[src/design/esa_pkg.sv]
// constants for the error status aggregator
// assumes a single system clock and a power-on reset
package esa_pkg;
  localparam int unsigned BIT_FATAL  = 0;
  localparam int unsigned BIT_OFFSET = 1;
  localparam int unsigned BIT_ALGO   = 2;
  localparam int unsigned BIT_OUTPUT = 3;
  localparam int unsigned BIT_DIAG   = 4;
  localparam int unsigned BIT_RANGE  = 5;
  localparam int unsigned BIT_MEMORY = 6;
  localparam int unsigned BIT_RSVD   = 7;
  localparam logic [7:0]  ERR_RESET  = 8'h00;
  localparam logic [7:0]  SELF_CLEAR = 8'h22;
  localparam logic [7:0]  RSVD_MASK  = 8'h80;
  localparam int unsigned PROBES     = 4;

  typedef enum logic [1:0] {
    ESA_SELFTEST = 2'b00,
    ESA_RUN      = 2'b01
  } esa_state_t;

  typedef enum logic [1:0] {
    ESA_WR_IDLE = 2'b00,
    ESA_WR_BUSY = 2'b01,
    ESA_WR_READ = 2'b11
  } esa_wr_t;
endpackage : esa_pkg

[src/design/esa_error_status_aggregator.sv]
// error status aggregator: collects fault flags into one error byte
// assumes synchronous inputs, uart/i2c front ends and nv memory outside
// Functional notes
// - power-up self-test result recorded on the same edge that raises running
// - probes continuously checked against their ranges
// - each memory write started while no verify is pending read back and compared
// - fault pin low when byte nonzero
// - whole byte readable over uart or i2c
// - offset and range bits self-clear
// - bits 0, 2, 3, 4 and 6 sticky until uart overwrite, reserved bit 7 always low
// - bit 2 algorithm config error
// - bit 3 output generation error
// - bit 4 self-diagnostic error
// - bit 5 probe or input out of range
// - bit 6 memory operation error
// - simultaneous faults combine bitwise
`timescale 1ns/100ps
module esa_error_status_aggregator
  import esa_pkg::*;
#(
  parameter int unsigned PROBE_W = 12,
  parameter int unsigned NPROBE  = PROBES
) (
  input  wire logic                      clk,
  input  wire logic                      rst,
  input  wire logic                      selftest_done,
  input  wire logic                      selftest_fail,
  input  wire logic                      fatal_evt,
  input  wire logic                      offset_err,
  input  wire logic                      algo_evt,
  input  wire logic                      output_evt,
  input  wire logic                      diag_evt,
  input  wire logic                      input_fail,
  input  wire logic [NPROBE*PROBE_W-1:0] probe_val,
  input  wire logic [NPROBE*PROBE_W-1:0] probe_min,
  input  wire logic [NPROBE*PROBE_W-1:0] probe_max,
  input  wire logic                      nv_wr,
  input  wire logic [7:0]                nv_wr_data,
  input  wire logic                      nv_done,
  input  wire logic [7:0]                nv_rd_data,
  input  wire logic                      uart_wr,
  input  wire logic [7:0]                uart_wr_data,
  output logic      [7:0]                err_uart_q,
  output logic      [7:0]                err_i2c_q,
  output logic                           status_ok_q,
  output logic                           running_q,
  output logic                           nv_rd_q
);

  // refuse shapes that the probe slicing cannot serve
  if (NPROBE < 1) begin : g_bad_nprobe
    $error("esa: NPROBE must be at least one");
  end
  if (PROBE_W < 1) begin : g_bad_probe_w
    $error("esa: PROBE_W must be at least one");
  end

  // one reading outside its window
  function automatic logic out_of_range(input logic [PROBE_W-1:0] v,
                                        input logic [PROBE_W-1:0] lo,
                                        input logic [PROBE_W-1:0] hi);
    out_of_range = (v < lo) || (v > hi);
  endfunction : out_of_range

  // probe idx taken from a packed probe bus
  function automatic logic [PROBE_W-1:0] probe_at(input logic [NPROBE*PROBE_W-1:0] bus,
                                                  input int unsigned              idx);
    probe_at = bus[idx*PROBE_W +: PROBE_W];
  endfunction : probe_at

  // sticky base kept, new events and live levels added, reserved forced low
  function automatic logic [7:0] merge_byte(input logic [7:0] base,
                                            input logic [7:0] events,
                                            input logic [7:0] levels);
    merge_byte = ((base & ~SELF_CLEAR) | events | levels) & ~RSVD_MASK;
  endfunction : merge_byte

  esa_state_t     state_q;
  esa_wr_t        wr_q;
  logic [7:0]     wr_data_q;
  logic [7:0]     err_q;
  logic           test_end_d;
  logic           test_fail_d;
  logic           range_d;
  logic           mem_fail_d;
  logic [7:0]     set_d;
  logic [7:0]     level_d;
  logic [7:0]     base_d;
  logic [7:0]     err_d;

  // first selftest_done seen while still in the power-up test
  always_comb begin
    test_end_d  = (state_q == ESA_SELFTEST) && selftest_done;
    test_fail_d = test_end_d && selftest_fail;
  end

  // power-up test gates normal operation
  always_ff @(posedge clk or posedge rst) begin
    if (rst) begin
      state_q <= ESA_SELFTEST;
    end else begin
      unique case (state_q)
        ESA_SELFTEST: begin
          if (selftest_done) state_q <= ESA_RUN;
        end
        ESA_RUN: state_q <= ESA_RUN;
        default: state_q <= ESA_SELFTEST;
      endcase
    end
  end

  // write verify: wait for completion, then one readback cycle
  always_ff @(posedge clk or posedge rst) begin
    if (rst) begin
      wr_q <= ESA_WR_IDLE;
    end else begin
      unique case (wr_q)
        ESA_WR_IDLE: begin
          if (nv_wr) wr_q <= ESA_WR_BUSY;
        end
        ESA_WR_BUSY: begin
          if (nv_done) wr_q <= ESA_WR_READ;
        end
        ESA_WR_READ: wr_q <= ESA_WR_IDLE;
        default:     wr_q <= ESA_WR_IDLE;
      endcase
    end
  end

  // written data held from write start until the readback compare
  always_ff @(posedge clk or posedge rst) begin
    if (rst) begin
      wr_data_q <= ERR_RESET;
    end else if (wr_q == ESA_WR_IDLE && nv_wr) begin
      wr_data_q <= nv_wr_data;
    end
  end

  // readback request stands in the same cycle as the compare
  always_ff @(posedge clk or posedge rst) begin
    if (rst) begin
      nv_rd_q <= 1'b0;
    end else begin
      nv_rd_q <= (wr_q == ESA_WR_BUSY) && nv_done;
    end
  end

  // any probe outside its window, or a failed input, holds the range bit
  always_comb begin
    range_d = input_fail;
    for (int unsigned i = 0; i < NPROBE; i++) begin
      if (out_of_range(probe_at(probe_val, i), probe_at(probe_min, i),
                       probe_at(probe_max, i))) begin
        range_d = 1'b1;
      end
    end
  end

  always_comb begin
    mem_fail_d = (wr_q == ESA_WR_READ) && (nv_rd_data != wr_data_q);
  end

  // events that set sticky bits
  always_comb begin
    set_d             = ERR_RESET;
    set_d[BIT_FATAL]  = fatal_evt || test_fail_d;
    set_d[BIT_ALGO]   = algo_evt;
    set_d[BIT_OUTPUT] = output_evt;
    set_d[BIT_DIAG]   = diag_evt;
    set_d[BIT_MEMORY] = mem_fail_d;
  end

  // live conditions, gone as soon as the cause is gone
  always_comb begin
    level_d             = ERR_RESET;
    level_d[BIT_OFFSET] = offset_err;
    level_d[BIT_RANGE]  = range_d;
  end

  // host overwrite replaces the sticky base; same-cycle events still win
  always_comb begin
    if (uart_wr) begin
      base_d = uart_wr_data;
    end else begin
      base_d = err_q;
    end
  end

  always_comb begin
    err_d = merge_byte(base_d, set_d, level_d);
  end

  always_ff @(posedge clk or posedge rst) begin
    if (rst) begin
      err_q <= ERR_RESET;
    end else begin
      err_q <= err_d;
    end
  end

  // host copies take the next byte so they track err_q exactly
  always_ff @(posedge clk or posedge rst) begin
    if (rst) begin
      err_uart_q <= ERR_RESET;
    end else begin
      err_uart_q <= err_d;
    end
  end

  always_ff @(posedge clk or posedge rst) begin
    if (rst) begin
      err_i2c_q <= ERR_RESET;
    end else begin
      err_i2c_q <= err_d;
    end
  end

  // fault pin takes the next byte too, so it is high only while err_q is all zero
  always_ff @(posedge clk or posedge rst) begin
    if (rst) begin
      status_ok_q <= 1'b1;
    end else begin
      status_ok_q <= (err_d == ERR_RESET);
    end
  end

  // running rises with the edge that records the test result
  always_ff @(posedge clk or posedge rst) begin
    if (rst) begin
      running_q <= 1'b0;
    end else begin
      running_q <= (state_q == ESA_RUN) || test_end_d;
    end
  end
endmodule : esa_error_status_aggregator

[config.mk]
export PLATFORM = sky130hd
export DESIGN_NAME = esa_error_status_aggregator
export DESIGN_NICKNAME = d
export VERILOG_FILES = /design/src/design/esa_pkg.sv /design/src/design/esa_error_status_aggregator.sv
export SDC_FILE = /design/constraint.sdc
export NUM_CORES = 1
export LEC_CHECK = 0
export BUFFER_PORTS_ARGS = -buffer_cell sky130_fd_sc_hd__buf_2
export CAP_MARGIN = 10
export CORE_ASPECT_RATIO = 1.5
export CORE_MARGIN = 5
export CORE_UTILIZATION = 45
export DETAILED_ROUTE_END_ITERATION = 12
export GPL_ROUTABILITY_DRIVEN = 0
export PLACE_DENSITY = 0.79
export SYNTH_ARGS = -nofsm -noshare
export SYNTH_HDL_FRONTEND = slang
export SYNTH_SLANG_ARGS = --single-unit
[constraint.sdc]
create_clock -name clk -period 1.75 [get_ports clk]
set_input_delay 0.0875 -clock clk [delete_from_list [all_inputs] [get_ports clk]]
set_output_delay 0.0875 -clock clk [all_outputs]
set_load 0.1 [all_outputs]
==> flow_summary.json <==
{
  "postLayoutSetupSlackWorst_ps": -93.9,
  "start_util": 0.457,
  "clk_pin_slew_ps": 70,
  "die_w_microns": 79.7,
  "drtIter0Drc": 39,
  "end_kind": "register",
  "slowest_delay_ps": 530,
  "ys_top_cells_by_count": "95 x inv_1, 92 x ha_1, 37 x a21oi_1",
  "core-area_sq_mm": 0.00718,
  "portBuffers": 194,
  "worstPathCellList": "nor2b_4 > a211o_1 > or4_4 > nor2_4 > nand4b_1 > nor4_2",
  "fin_crit_sh": 1.05,
  "path_delay_family": "simple AND/OR/NAND/NOR gates",
  "synth-edff-count": 0,
  "ir_worst_vdd_v": 0.000346,
  "grt_pass1_vias": 3564,
  "dp_hpwl_mm": 8.69,
  "hold_viol_final": 0,
  "synth.top_cell.area_share": 0.351,
  "drt_wl_total_mm": 9.43,
  "worstPathRequired_ps": 1910,
  "worst_hold_path_type": "input pin to register",
  "io_pins": 200,
  "cts_tree": "built",
  "cp_max_fo": 2,
  "overflow": 0,
  "vias": 3560,
  "routedWlPerCell_microns": 13.2,
  "synth_flop_cell": "dfrtp_1",
  "netlist_top_cells_area": "ha_1 35%, dfrtp_1 15%, inv_1 11%",
  "rsz0062_at_grt": "true",
  "detail-route-antenna-nets": 0,
  "avgViaCountPerCell": 4.99,
  "clock-root-buffer": "clkbuf_8",
  "drv_cap": 0,
  "fmax_mhz": 542,
  "clock-sinks": 21,
  "placed_area_sq_mm": 0.00450,
  "clock_latency_ps": 250,
  "syn_area_per_cell_sq_um": 8.24,
  "setup_violations": 1,
  "final_layout_size_suffix_gt1_frac": 0.419,
  "path_buf_inv": 0,
  "ys_seq_area_frac": 0.161,
  "grt_usage": 0.193,
  "fin_skew_ps": 1.86,
  "clockBufferDepth": 2,
  "status": "complete, but fails checks",
  "fin_nets": 887,
  "synth_cell_types": 41,
  "synth-seq-cells": 21,
  "area_delta_synth_final_pct": 43.3,
  "dieArea_sq_mm": 0.00913,
  "numCtsBuffers": 3,
  "cts_setup_buffers": 0,
  "rows": 38,
  "worstPathArrival_ps": 2010,
  "dp.cells": 707,
  "leakagePower_nw": 2.71,
  "crit_path_start_kind": "register",
  "ys_warn_count": 0,
  "max_slew.worst_pin.slew_ps": 639,
  "layout_min_cycle_time_ps": 1840,
  "n_antenna_cell": 0,
  "cp_slowest_cell": "or4_4",
  "crit_type": "register to register",
  "synth_area_sq_mm": 0.00328,
  "htree_levels": 1,
  "die_h_microns": 115,
  "grt_pass1_wl_mm": 14.4,
  "postSynth.asyncResetShare": 1.00,
  "final_cells": 713,
  "finish.instance_area_sq_mm": 0.00470,
  "drt_first_pass_iters": 4,
  "violations": "negative setup slack",
  "grt_max_degree": 19,
  "p_total_mw": 2.31,
  "antenna_found_initial": 0,
  "remaining_drc_errors": 0,
  "slew_headroom": 0.573,
  "synth_largest_area_cell": "ha_1",
  "synth_cells": 398,
  "power.density_mw_per_mm2": 491,
  "finalMaxSlewViolations": 0,
  "synth.most_common_cell": "inv_1"
}
## metal layers
layer | wire, microns | up-vias | global-route usage
met4 | 180 | 0 | 0.0608
met2 | 5190 | 147 | 0.377
li1 | - | 1807 | -
met3 | 665 | 16 | 0.0291
met5 | 0 | - | 0
met1 | 3400 | 1590 | 0.206
## state kept, by name, indices dropped and copies added (netlist names)
signal,count
status_ok_q,1
wr_data_q,8
wr_q,2
running_q,1
state_q,1
nv_rd_q,1
err_i2c_q,7
## final cells by class
class                           count  area [sq um]
Clock buffer                        3          41.3
Clock inverter                      1          7.51
Fill cell                         592          2480
Inverter                           95           359
Multi-Input combinational cell    273          2460
Sequential cell                    21           533
Tap cell                          100           125
Timing Repair Buffer              220          1180
## stage by stage
| step | hold slack [ps] | setup TNS [ps] | worst slack, ps | util |
|---|---|---|---|---|
| after floorplan | 63.2 | -177 | -167 | - |
| after detailed placement | 202 | -419 | -298 | 0.627 |
| final | 55.9 | -93.9 | -93.9 | 0.655 |
| after global routing | 56.0 | -244 | -209 | 0.655 |
| after global placement | 206 | -329 | -243 | 0.627 |
| after CTS | 38.0 | -128 | -128 | 0.639 |
## cell usage in the layout (no fill, tap or decap), types with 7 or more instances in the layout
master / n
buf_2: 193
inv_1: 94
ha_1: 86
a21oi_1: 35
buf_4: 24
nand4_1: 18
dfrtp_1: 17
nand2_1: 15
nor2b_1: 9
o21ai_0: 9
mux2_2: 8
xnor2_1: 8
a211o_1: 7
nor2_1: 7
## worst paths after layout
path                               start  slack [ps]            to  cells past startpoint
hold reg to reg               state_q[0]         490    state_q[0]                      1
min in group asynchronous            rst         460  err_i2c_q[6]                      3
hold / removal             selftest_done          60    state_q[0]                      2
setup / recovery            err_i2c_q[4]         -90   status_ok_q                      6
max in group asynchronous            rst         780    state_q[0]                      4
setup reg to reg            err_i2c_q[4]         -90   status_ok_q                      6
## power by group
part / internal (mW) / leakage [nW] / switching, mW
sequential: 0.599 / 0.229 / 0.0799
clock: 0.160 / 0.0217 / 0.146
combinational: 0.618 / 2.46 / 0.704
## cell families after synthesis
group / after synthesis / synth area share
muxes: 9 / 0.0305
xor gates and xnor gates: 8 / 0.0214
buffers and inverters: 105 / 0.133
other: 1 / 0.00114
and+or+nand+nor: 75 / 0.130
adders and majority gates: 92 / 0.351
AOI/OAI and AO/OA: 87 / 0.172
DFF: 21 / 0.161
## worst reg2reg max path, stage by stage, from the launching register on
cell	delay (ps)
dfrtp_4	470
nor2b_4	120
a211o_1	250
or4_4	530
nor2_4	100
nand4b_1	120
nor4_2	160
## what timing repair did
item / 4_1_cts / 5_1_grt
pin swaps: 0 / 12
hold endpoints to repair: 17 / 0
setup endpoints to repair: 2 / 2
gates resized for setup: 4 / 18
hold buffers: 2 / 0
Power figures use the tool's default switching activity.
